`src/verilog/sdoc_map.svh`:
```
// Constants of the termination timing block: offsets, fields, resets
// and cycle figures. Assumes inclusion by bare name from the package.
`ifndef SDOC_MAP_SVH
`define SDOC_MAP_SVH

// History depth covers the longest latency plus the longest window
`define SDOC_HIST_DEPTH     128
`define SDOC_IDX_W          7
`define SDOC_WIN_MAX        8

// Latency trims for one- and two-cycle preamble
`define SDOC_ADJ_PRE1       7'h02
`define SDOC_ADJ_PRE2       7'h03

// Read park-return offsets
`define SDOC_RD_CHOP_LEN    4'h4
`define SDOC_RD_FULL_LEN    4'h6

// Write release offsets: one-cycle preamble, CRC off / on
`define SDOC_WR_CHOP_LEN    4'h4
`define SDOC_WR_CHOP_CRC    4'h7
`define SDOC_WR_FULL_LEN    4'h6
`define SDOC_WR_FULL_CRC    4'h7

// Minimum pin high time in cycles
`define SDOC_HOLD_CHOP      4'h4
`define SDOC_HOLD_FULL      4'h6

// Change skew window in hundredths of a clock (analog, not modelled)
`define SDOC_SKEW_MIN_LOW   30
`define SDOC_SKEW_MAX_LOW   70
`define SDOC_SKEW_MIN_TOP   26
`define SDOC_SKEW_MAX_TOP   74

// Controller register offsets
`define SDOC_CTRL_OFS       12'h000
`define SDOC_LAT_OFS        12'h004
`define SDOC_MR_OFS         12'h008
`define SDOC_CMD_OFS        12'h00c
`define SDOC_STAT_OFS       12'h010

// CTRL fields
`define SDOC_CTRL_REQ       0
`define SDOC_CTRL_CHOP      1
`define SDOC_CTRL_CRC       2
`define SDOC_CTRL_PRE2      3
`define SDOC_CTRL_DLL       4
`define SDOC_CTRL_SREF      5

// CMD fields and kinds
`define SDOC_CMD_CHOP       2
`define SDOC_CMD_RD         2'h1
`define SDOC_CMD_WR         2'h2
`define SDOC_CMD_WRCLR      2'h3

// Reset values
`define SDOC_CTRL_RST       32'h0000_0010
`define SDOC_LAT_RST        32'h0b00_0009
`define SDOC_MR_RST         32'h0000_0000

`endif

```
`src/verilog/sdoc_pkg.sv`:
```
// Types shared by both ends of the termination timing link.
// Assumes sdoc_map.svh on the include path.
`default_nettype none
package sdoc_pkg;
`include "sdoc_map.svh"

  typedef enum logic [1:0] {
    SDOC_TERM_OFF  = 2'h0,
    SDOC_TERM_NOM  = 2'h1,
    SDOC_TERM_WR   = 2'h2,
    SDOC_TERM_PARK = 2'h3
  } sdoc_term_t;

  typedef enum logic [2:0] {
    SDOC_ST_LOW  = 3'h1,
    SDOC_ST_HOLD = 3'h2,
    SDOC_ST_FREE = 3'h4
  } sdoc_pin_st_t;

  typedef logic [`SDOC_HIST_DEPTH-1:0] sdoc_hist_t;
  typedef logic [`SDOC_IDX_W-1:0]      sdoc_idx_t;

  typedef struct packed {
    sdoc_hist_t pin_hist;
    sdoc_hist_t rd_hist;
    sdoc_hist_t wr_hist;
    sdoc_hist_t chop_hist;
    sdoc_term_t term_sel;
    logic [2:0] term_code;
    logic       rd_quiet;
    logic       wr_on;
    sdoc_idx_t  pin_delay;
    sdoc_idx_t  rd_delay;
  } sdoc_dev_st_t;

  typedef struct packed {
    logic [31:0]  ctrl;
    logic [31:0]  lat;
    logic [31:0]  mr;
    logic [31:0]  prdata;
    logic         pready;
    logic         pslverr;
    logic         pin;
    logic         rd;
    logic         wr;
    logic         chop;
    logic [3:0]   hold_cnt;
    sdoc_pin_st_t st;
  } sdoc_ctl_st_t;

endpackage
`default_nettype wire

```
`src/verilog/sdoc_link_if.sv`:
```
// Link between memory controller and the device termination logic.
// Both ends run on the same pclk; all signals are synchronous levels.
`default_nettype none
interface sdoc_link_if;
  import sdoc_pkg::*;

  logic       term_pin;
  logic       cmd_rd;
  logic       cmd_wr;
  logic       cmd_chop;
  logic [2:0] mr_nom;
  logic [2:0] mr_wr;
  logic [2:0] mr_park;
  logic [5:0] cwl;
  logic [5:0] al;
  logic [5:0] cl;
  logic [3:0] pl;
  logic       pre2;
  logic       crc_en;
  logic       fixed_chop;
  logic       dll_on;
  logic       self_ref;
  sdoc_term_t term_sel;
  logic [2:0] term_code;

  modport dev (
    input  term_pin, cmd_rd, cmd_wr, cmd_chop, mr_nom, mr_wr, mr_park,
    input  cwl, al, cl, pl, pre2, crc_en, fixed_chop, dll_on, self_ref,
    output term_sel, term_code
  );

  modport ctl (
    output term_pin, cmd_rd, cmd_wr, cmd_chop, mr_nom, mr_wr, mr_park,
    output cwl, al, cl, pl, pre2, crc_en, fixed_chop, dll_on, self_ref,
    input  term_sel, term_code
  );
endinterface
`default_nettype wire

```
`src/verilog/sdoc_ctl_end.sv`:
```
// Controller end: APB registers drive the termination pin, commands
// and mode fields; the pin is held high for the minimum time.
// Assumes an APB master on pclk; one wait state on every access.
`default_nettype none
module sdoc_ctl_end
  import sdoc_pkg::*;
(
  input  wire logic        pclk,
  input  wire logic        presetn,
  input  wire logic        psel,
  input  wire logic        penable,
  input  wire logic        pwrite,
  input  wire logic [11:0] paddr,
  input  wire logic [31:0] pwdata,
  output logic [31:0]      prdata,
  output logic             pready,
  output logic             pslverr,
  sdoc_link_if.ctl         link
);

  sdoc_ctl_st_t s_reg;
  sdoc_ctl_st_t s_next;

  logic [3:0]  hold;
  logic [31:0] rdval;
  logic        mapped;
  logic        wr_cmd;
  logic        req;

  always_comb begin
    s_next = s_reg;
    s_next.rd = 1'b0;
    s_next.wr = 1'b0;
    wr_cmd = 1'b0;
    req = s_reg.ctrl[`SDOC_CTRL_REQ];

    // Longer hold with CRC or long preamble
    hold = (s_reg.ctrl[`SDOC_CTRL_CHOP] ? `SDOC_HOLD_CHOP
                                          : `SDOC_HOLD_FULL)
         + {3'h0, s_reg.ctrl[`SDOC_CTRL_PRE2]}
         + {3'h0, s_reg.ctrl[`SDOC_CTRL_CRC]};

    mapped = 1'b1;
    case (paddr)
      `SDOC_CTRL_OFS: rdval = s_reg.ctrl;
      `SDOC_LAT_OFS:  rdval = s_reg.lat;
      `SDOC_MR_OFS:   rdval = s_reg.mr;
      `SDOC_CMD_OFS:  rdval = 32'h0000_0000;
      `SDOC_STAT_OFS: rdval = {25'h0, link.term_code, link.term_sel,
                               s_reg.st == SDOC_ST_HOLD, s_reg.pin};
      default: begin
        rdval  = 32'h0000_0000;
        mapped = 1'b0;
      end
    endcase

    if (psel && penable && !s_reg.pready) begin
      s_next.pready  = 1'b1;
      s_next.prdata  = pwrite ? 32'h0000_0000 : rdval;
      s_next.pslverr = !mapped;
    end else begin
      s_next.pready  = 1'b0;
      s_next.pslverr = 1'b0;
      // Writes land on the edge that completes the transfer
      if (psel && penable && pwrite && mapped) begin
        case (paddr)
          `SDOC_CTRL_OFS: s_next.ctrl = pwdata;
          `SDOC_LAT_OFS:  s_next.lat  = pwdata;
          `SDOC_MR_OFS:   s_next.mr   = pwdata;
          `SDOC_CMD_OFS: begin
            s_next.chop = pwdata[`SDOC_CMD_CHOP];
            case (pwdata[1:0])
              `SDOC_CMD_RD: s_next.rd = 1'b1;
              `SDOC_CMD_WR: begin
                s_next.wr = 1'b1;
                wr_cmd = 1'b1;
              end
              `SDOC_CMD_WRCLR: s_next.mr[6:4] = 3'h0;
              default: s_next.rd = 1'b0;
            endcase
          end
          default: s_next.rd = 1'b0;
        endcase
      end
    end

    case (s_reg.st)
      SDOC_ST_LOW: begin
        if (req) begin
          s_next.pin = 1'b1;
          s_next.hold_cnt = 4'h0;
          s_next.st = SDOC_ST_HOLD;
        end
      end
      SDOC_ST_HOLD: begin
        if (s_reg.hold_cnt >= 4'(hold - 4'h1)) begin
          s_next.st  = req ? SDOC_ST_FREE : SDOC_ST_LOW;
          s_next.pin = req;
        end else begin
          s_next.hold_cnt = 4'(s_reg.hold_cnt + 4'h1);
        end
      end
      SDOC_ST_FREE: begin
        if (!req) begin
          s_next.pin = 1'b0;
          s_next.st  = SDOC_ST_LOW;
        end
      end
      default: begin
        s_next.pin = 1'b0;
        s_next.st  = SDOC_ST_LOW;
      end
    endcase

    // A write while high restarts the hold count
    if (wr_cmd && s_reg.pin && s_next.pin) begin
      s_next.hold_cnt = 4'h0;
      s_next.st = SDOC_ST_HOLD;
    end
  end

  always_ff @(posedge pclk or negedge presetn) begin
    if (!presetn) begin
      s_reg      <= '0;
      s_reg.ctrl <= `SDOC_CTRL_RST;
      s_reg.lat  <= `SDOC_LAT_RST;
      s_reg.mr   <= `SDOC_MR_RST;
      s_reg.st   <= SDOC_ST_LOW;
    end else begin
      s_reg <= s_next;
    end
  end

  assign prdata          = s_reg.prdata;
  assign pready          = s_reg.pready;
  assign pslverr         = s_reg.pslverr;
  assign link.term_pin   = s_reg.pin;
  assign link.cmd_rd     = s_reg.rd;
  assign link.cmd_wr     = s_reg.wr;
  assign link.cmd_chop   = s_reg.chop;
  assign link.mr_nom     = s_reg.mr[2:0];
  assign link.mr_wr      = s_reg.mr[6:4];
  assign link.mr_park    = s_reg.mr[10:8];
  assign link.cwl        = s_reg.lat[5:0];
  assign link.al         = s_reg.lat[13:8];
  assign link.pl         = s_reg.lat[19:16];
  assign link.cl         = s_reg.lat[29:24];
  assign link.pre2       = s_reg.ctrl[`SDOC_CTRL_PRE2];
  assign link.crc_en     = s_reg.ctrl[`SDOC_CTRL_CRC];
  assign link.fixed_chop = s_reg.ctrl[`SDOC_CTRL_CHOP];
  assign link.dll_on     = s_reg.ctrl[`SDOC_CTRL_DLL];
  assign link.self_ref   = s_reg.ctrl[`SDOC_CTRL_SREF];

endmodule
`default_nettype wire

```
`src/flat_wrapper.sv`:
```
// flat-port wrapper written by rule: the top's interface ports become plain ports
module sdoc_ctl_end_flat import sdoc_pkg::*;
  (pclk, presetn, psel, penable, pwrite, paddr, pwdata, prdata, pready, pslverr, link_term_pin, link_cmd_rd, link_cmd_wr, link_cmd_chop, link_mr_nom, link_mr_wr, link_mr_park, link_cwl, link_al, link_cl, link_pl, link_pre2, link_crc_en, link_fixed_chop, link_dll_on, link_self_ref, link_term_sel, link_term_code);
  sdoc_link_if link_i ();
  input  wire logic pclk;
  input  wire logic presetn;
  input  wire logic psel;
  input  wire logic penable;
  input  wire logic pwrite;
  input  wire logic [11:0] paddr;
  input  wire logic [31:0] pwdata;
  output logic [31:0] prdata;
  output logic pready;
  output logic pslverr;
  output wire logic [$bits(link_i.term_pin)-1:0] link_term_pin;
  output wire logic [$bits(link_i.cmd_rd)-1:0] link_cmd_rd;
  output wire logic [$bits(link_i.cmd_wr)-1:0] link_cmd_wr;
  output wire logic [$bits(link_i.cmd_chop)-1:0] link_cmd_chop;
  output wire logic [$bits(link_i.mr_nom)-1:0] link_mr_nom;
  output wire logic [$bits(link_i.mr_wr)-1:0] link_mr_wr;
  output wire logic [$bits(link_i.mr_park)-1:0] link_mr_park;
  output wire logic [$bits(link_i.cwl)-1:0] link_cwl;
  output wire logic [$bits(link_i.al)-1:0] link_al;
  output wire logic [$bits(link_i.cl)-1:0] link_cl;
  output wire logic [$bits(link_i.pl)-1:0] link_pl;
  output wire logic [$bits(link_i.pre2)-1:0] link_pre2;
  output wire logic [$bits(link_i.crc_en)-1:0] link_crc_en;
  output wire logic [$bits(link_i.fixed_chop)-1:0] link_fixed_chop;
  output wire logic [$bits(link_i.dll_on)-1:0] link_dll_on;
  output wire logic [$bits(link_i.self_ref)-1:0] link_self_ref;
  input wire logic [$bits(link_i.term_sel)-1:0] link_term_sel;
  input wire logic [$bits(link_i.term_code)-1:0] link_term_code;
  assign link_term_pin = link_i.term_pin;
  assign link_cmd_rd = link_i.cmd_rd;
  assign link_cmd_wr = link_i.cmd_wr;
  assign link_cmd_chop = link_i.cmd_chop;
  assign link_mr_nom = link_i.mr_nom;
  assign link_mr_wr = link_i.mr_wr;
  assign link_mr_park = link_i.mr_park;
  assign link_cwl = link_i.cwl;
  assign link_al = link_i.al;
  assign link_cl = link_i.cl;
  assign link_pl = link_i.pl;
  assign link_pre2 = link_i.pre2;
  assign link_crc_en = link_i.crc_en;
  assign link_fixed_chop = link_i.fixed_chop;
  assign link_dll_on = link_i.dll_on;
  assign link_self_ref = link_i.self_ref;
  assign link_i.term_sel = link_term_sel;
  assign link_i.term_code = link_term_code;
  sdoc_ctl_end u_core (.pclk(pclk), .presetn(presetn), .psel(psel), .penable(penable), .pwrite(pwrite), .paddr(paddr), .pwdata(pwdata), .prdata(prdata), .pready(pready), .pslverr(pslverr), .link(link_i));
endmodule
```
`config.mk`:
```
export PLATFORM = sky130hd
export DESIGN_NAME = sdoc_ctl_end_flat
export DESIGN_NICKNAME = d
export VERILOG_FILES = /design/src/verilog/sdoc_pkg.sv /design/src/verilog/sdoc_link_if.sv /design/src/verilog/sdoc_ctl_end.sv /design/src/flat_wrapper.sv
export VERILOG_INCLUDE_DIRS = /design/src /design/src/verilog
export SDC_FILE = /design/constraint.sdc
export NUM_CORES = 1
export LEC_CHECK = 0
export BUFFER_PORTS_ARGS = -buffer_cell sky130_fd_sc_hd__buf_4
export CORE_UTILIZATION = 40
export DETAILED_ROUTE_END_ITERATION = 8
export MAX_ROUTING_LAYER = met4
export SYNTH_ARGS = -nofsm -noshare
export SYNTH_HDL_FRONTEND = slang
export SYNTH_SLANG_ARGS = --single-unit
```
`constraint.sdc`:
```
create_clock -name pclk -period 2.55 [get_ports pclk]
set_clock_uncertainty 0.05 [all_clocks]
set_input_delay 0.1275 -clock pclk [delete_from_list [all_inputs] [get_ports pclk]]
set_output_delay 0.1275 -clock pclk [all_outputs]
set_load 0.005 [all_outputs]
```
==> results.md <==
Run status:
- The run finished with clean final reports.

Global routing:
- The total overflow left after global routing is 0.
- The via count of the first global-routing pass is 5139.
- Entering global routing, the biggest net connects between 60 and 70 pins.
- The number of antenna violations at the first check in global routing is 0.
- For this run, the total global-route usage over all layers was measured as approximately 22%.
- The first-pass GRT wire length is 28000 microns.

Floorplan:
- The I/O pin count is ~130.
- The floorplan die width is 131 microns.
- The effective utilization at floorplan is between 40% and 50%.
- The die span in y is about 130 microns.
- The overall die area is 17200 sq um.
- The number of standard-cell rows in the floorplan is 46.
- The placeable core region is roughly 16000 sq um.

Synthesis:
- The count of flip-flops with a built-in enable after synthesis is 0.
- The post-synthesis instance total is 538.
- The post-synthesis instance area is 6680 sq um.
- The count of distinct cell types in the synthesized netlist is 47.
- The most instantiated flip-flop cell in the synthesis netlist is sky130_fd_sc_hd__dfrtp_1.
- The adder-cell share of the synthesized area is roughly 1.3%.
- The dominant combinational cell family by area after synthesis is multiplexers.
- The synthesized-area fraction occupied by xor and xnor cells is 0%.
- The average instance in the mapped netlist occupies around 12 sq um.
- The synthesized flop and latch total is around 140.
- Of the total synthesized cell area, the portion taken by AND, OR, NAND and NOR gates is 7.03%.
- Synthesis produced a netlist with a net count of 598.
- Of the synthesized area, sequential elements account for between 50 and 60%.
- The compound-cell area share of the yosys netlist is between 10% and 20%.
- For this run, the number of Yosys warnings is 0.
- The mux contribution to synthesized area is 16.7%.
- The async set or reset register ratio after synthesis is 100%.

STA:
- The worst setup slack after layout is between 0.15 and 0.2 ns.
- Setup violations remaining at the end of the flow were counted as 0.
- Measured against its own limit, the worst slew margin works out to 58.7%.
- For the pin with the worst max-slew slack, the measured transition is a little over 0.6 ns.
- The part of the cycle the worst path needs is between 90% and 100%.
- The number of pins with negative max-slew slack in the final report is 0.
- The maximum frequency from static timing analysis is ~0.42 GHz.
- Setup repair after global routing left no endpoint under its margin.
- The final count of hold timing violations came to 0.
- The final critical path time including I/O delays and setup is 2.39 ns.
- Adding up every negative setup slack in the final design gives 0 ns.

Setup path:
- Along the worst path, the maximum fanout reaches 3.
- The slowest stage cell on the critical path is sky130_fd_sc_hd__or3b_2.
- The endpoint identified for the worst register-to-register timing path is u_core.s_reg[5].
- In this run the register-to-register setup slack is roughly 0.16 ns.
- The worst setup path category is reg -> reg.
- The worst register-to-register path has a depth of 8.
- The worst setup path is launched from a register.
- The stage delay of the slowest cell on the critical path is between 0.5 and 0.6 ns.
- Data on the critical path arrives at its endpoint at roughly 2.7 ns.
- At the worst endpoint, the required time is 2.83 ns.
- Traced cell by cell, the critical path runs through inv_1, ha_1, ha_1, ha_1, a211oi_2, o211ai_1, or3b_2, a31oi_1.
- The critical path capture point type is a register.
- The startpoint identified for the worst register-to-register timing path is u_core.link.pre2.
- Counting stages on the worst path, the most repeated cell is sky130_fd_sc_hd__ha_1.

Finish:
- The post-route non-filler standard cell count is 883.
- In the final layout, the share of cells above drive strength 1 is approximately 45%.
- The register with the most flip-flops in the layout has between 60 and 70 of them.
- The post-synthesis to final-layout area growth is 27.8%.
- The net count of the finished layout is between 700 and 800.
- The antenna cell count is 0.

Job:
- Max-cap violations in this run came to 0.

Pwr:
- The internal power of the cells totals 3900 uW.
- The analysis attributes to cell leakage a power of roughly 0.004 uW.
- The share of total power dissipated in the clock network is approximately half.
- The share of total power consumed by net switching is 21.4%.
- VDD sags by at most around 0.00046 V.
- The share of total power in combinational logic is 5.3%.
- The portion of total power attributed to sequential cells is 45.2%.
- The net load switching power is around 1100 uW.
- The total power divided by cell area is 582 nW/um^2.

Route:
- In the routed design, unresolved DRC markers number 0.
- Detailed routing inserted a total of slightly below 5000 vias.
- Once detail routing completed, the nets flagged for antenna violations numbered 0.
- In this run, the number of DRC markers left after iteration 0 of detailed routing was 321.
- The routed wire length is 17400 microns.
- The number of vias per cell is approximately 5.5.
- The first TritonRoute pass finished after 5 iterations.
- The average routed wire per standard cell is around 20 microns.

Clocking:
- The number of H-tree branching levels is 4.
- The maximum buffer depth of the clock tree is 2.
- TritonCTS built the clock tree.
- The tree is rooted in a sky130_fd_sc_hd__clkbuf_16.
- The total number of clock tree sinks is around 140.
- The clock network latency to the later pin of the worst-skew pair is 0.42 ns.
- The clock-pin slew reported for the worst setup and hold paths after clock tree synthesis is around 0.06 ns.
- The number of buffers created by CTS is 17.

Min path:
- The critical hold path startpoint is paddr[2].
- The tightest min-delay check is of the in -> reg type.
- The count of cells along the worst hold path is 3.
- The worst hold path terminates at u_core.link.mr_wr[1].

Place:
- Timing analysis after detailed placement gives a worst setup slack of 0.0575 ns.
- The routability-driven placement congestion ratio is roughly 0.85.
- The number of buffer cells added on primary ports is about 130.
- Once placement completed, the tool counted placed cells totaling roughly 810.
- The post-DP HPWL is around 11000 microns.
placed cells by master, fill, tap and decap left out, drive strengths merged, types with 5 or more instances in the layout:
cell / n
buf: 149
dfrtp: 134
mux2: 98
o21ai: 41
dlygate4sd3: 40
a22oi: 32
a32oi: 32
clkbuf: 23
nand2: 13
nor4: 8
inv: 7
a21oi: 7
dfstp: 7
nor3: 7
ha: 6
nor2b: 6
nor2: 5
nand3: 5
worst max-delay path, delay by kind of cell, from the launching register on:
kind	cells	cell delay (ns)
AO/OA/AOI/OAI	3	0.65
adder cells (fa/ha/maj)	3	0.65
buffers and inverters	1	0.07
flip-flops	1	0.37
AND/OR/NAND/NOR	1	0.51
metrics by stage:
stage               hold WS [ns]  power (uW)  area, sq um  utilization (%)
floorplan                 -0.218        2330         6680                -
global placement          0.0889        2490         7520             46.6
detailed placement        0.0958        2500         7520             46.6
CTS                       0.0722        5030         8520             52.9
global route              0.0786        5140         8530             52.9
finish                    0.0906        4970         8530             52.9
cells in the mapped netlist (all sizes together) (6+ instances only):
master  instances  area share (%)
a21oi           7            0.52
a22oi          32             3.6
a32oi          32             4.2
buf            74             8.2
clkbuf         18             1.0
dfrtp         134              50
dfstp           7             2.8
ha              6             1.1
inv             7            0.39
mux2           98              17
nand2          13            0.73
nor2b           6            0.56
nor3            7            0.69
nor4            8            0.94
o21ai          41             3.1
what timing repair did:
item,CTS,global route
hold buffers,40,0
gates resized for setup,0,2
buffers inserted,0,0
endpoints found under the hold margin,162,0
setup endpoints to repair,0,5
logic make-up (layout without fill, tap and decap cells):
kind of cell	Yosys count	count (layout)
simple gates	72	72
mux	99	99
compound gates	120	120
fa+ha+maj	7	7
flops	141	141
buf+inv	99	228
metal layers:
| layer | up-vias | global-route usage (%) | part of all wire, % |
|---|---|---|---|
| met5 | - | - | 0 |
| met4 | 0 | 7.65 | 1.3 |
| met3 | 22 | 4.17 | 4.6 |
| met2 | 143 | 35.1 | 51 |
| met1 | 2506 | 26.7 | 43 |
| li1 | 2171 | - | - |
worst max path at each step:
stage | to | start | cells after the start
finish | u_core.s_reg[5] | u_core.link.pre2 | 8
global placement | u_core.s_reg[5] | u_core.link.crc_en | 8
detailed placement | u_core.s_reg[4] | u_core.link.crc_en | 9
floorplan | u_core.s_reg[5] | u_core.link.crc_en | 8
global route | u_core.s_reg[5] | u_core.link.pre2 | 8
CTS | u_core.s_reg[1] | u_core.link.crc_en | 9
cell type report:
class                           count  area [sq um]
Clock buffer                       23           488
Clock inverter                      9           113
Fill cell                        1403          7580
Inverter                            7          26.3
Multi-Input combinational cell    298          2540
Sequential cell                   141          3540
Tap cell                          216           270
Timing Repair Buffer              189          1560
power groups by stage:
stage	clock (uW)	sequential, uW	combinational, uW
3_5_place_dp	0	2280	216
2_1_floorplan	0	2280	46.5
6_report	2460	2240	262
3_3_place_gp	0	2280	212
5_1_grt	2610	2240	285
4_1_cts	2530	2240	264
Note: power is estimated with default switching activity, not from simulation.
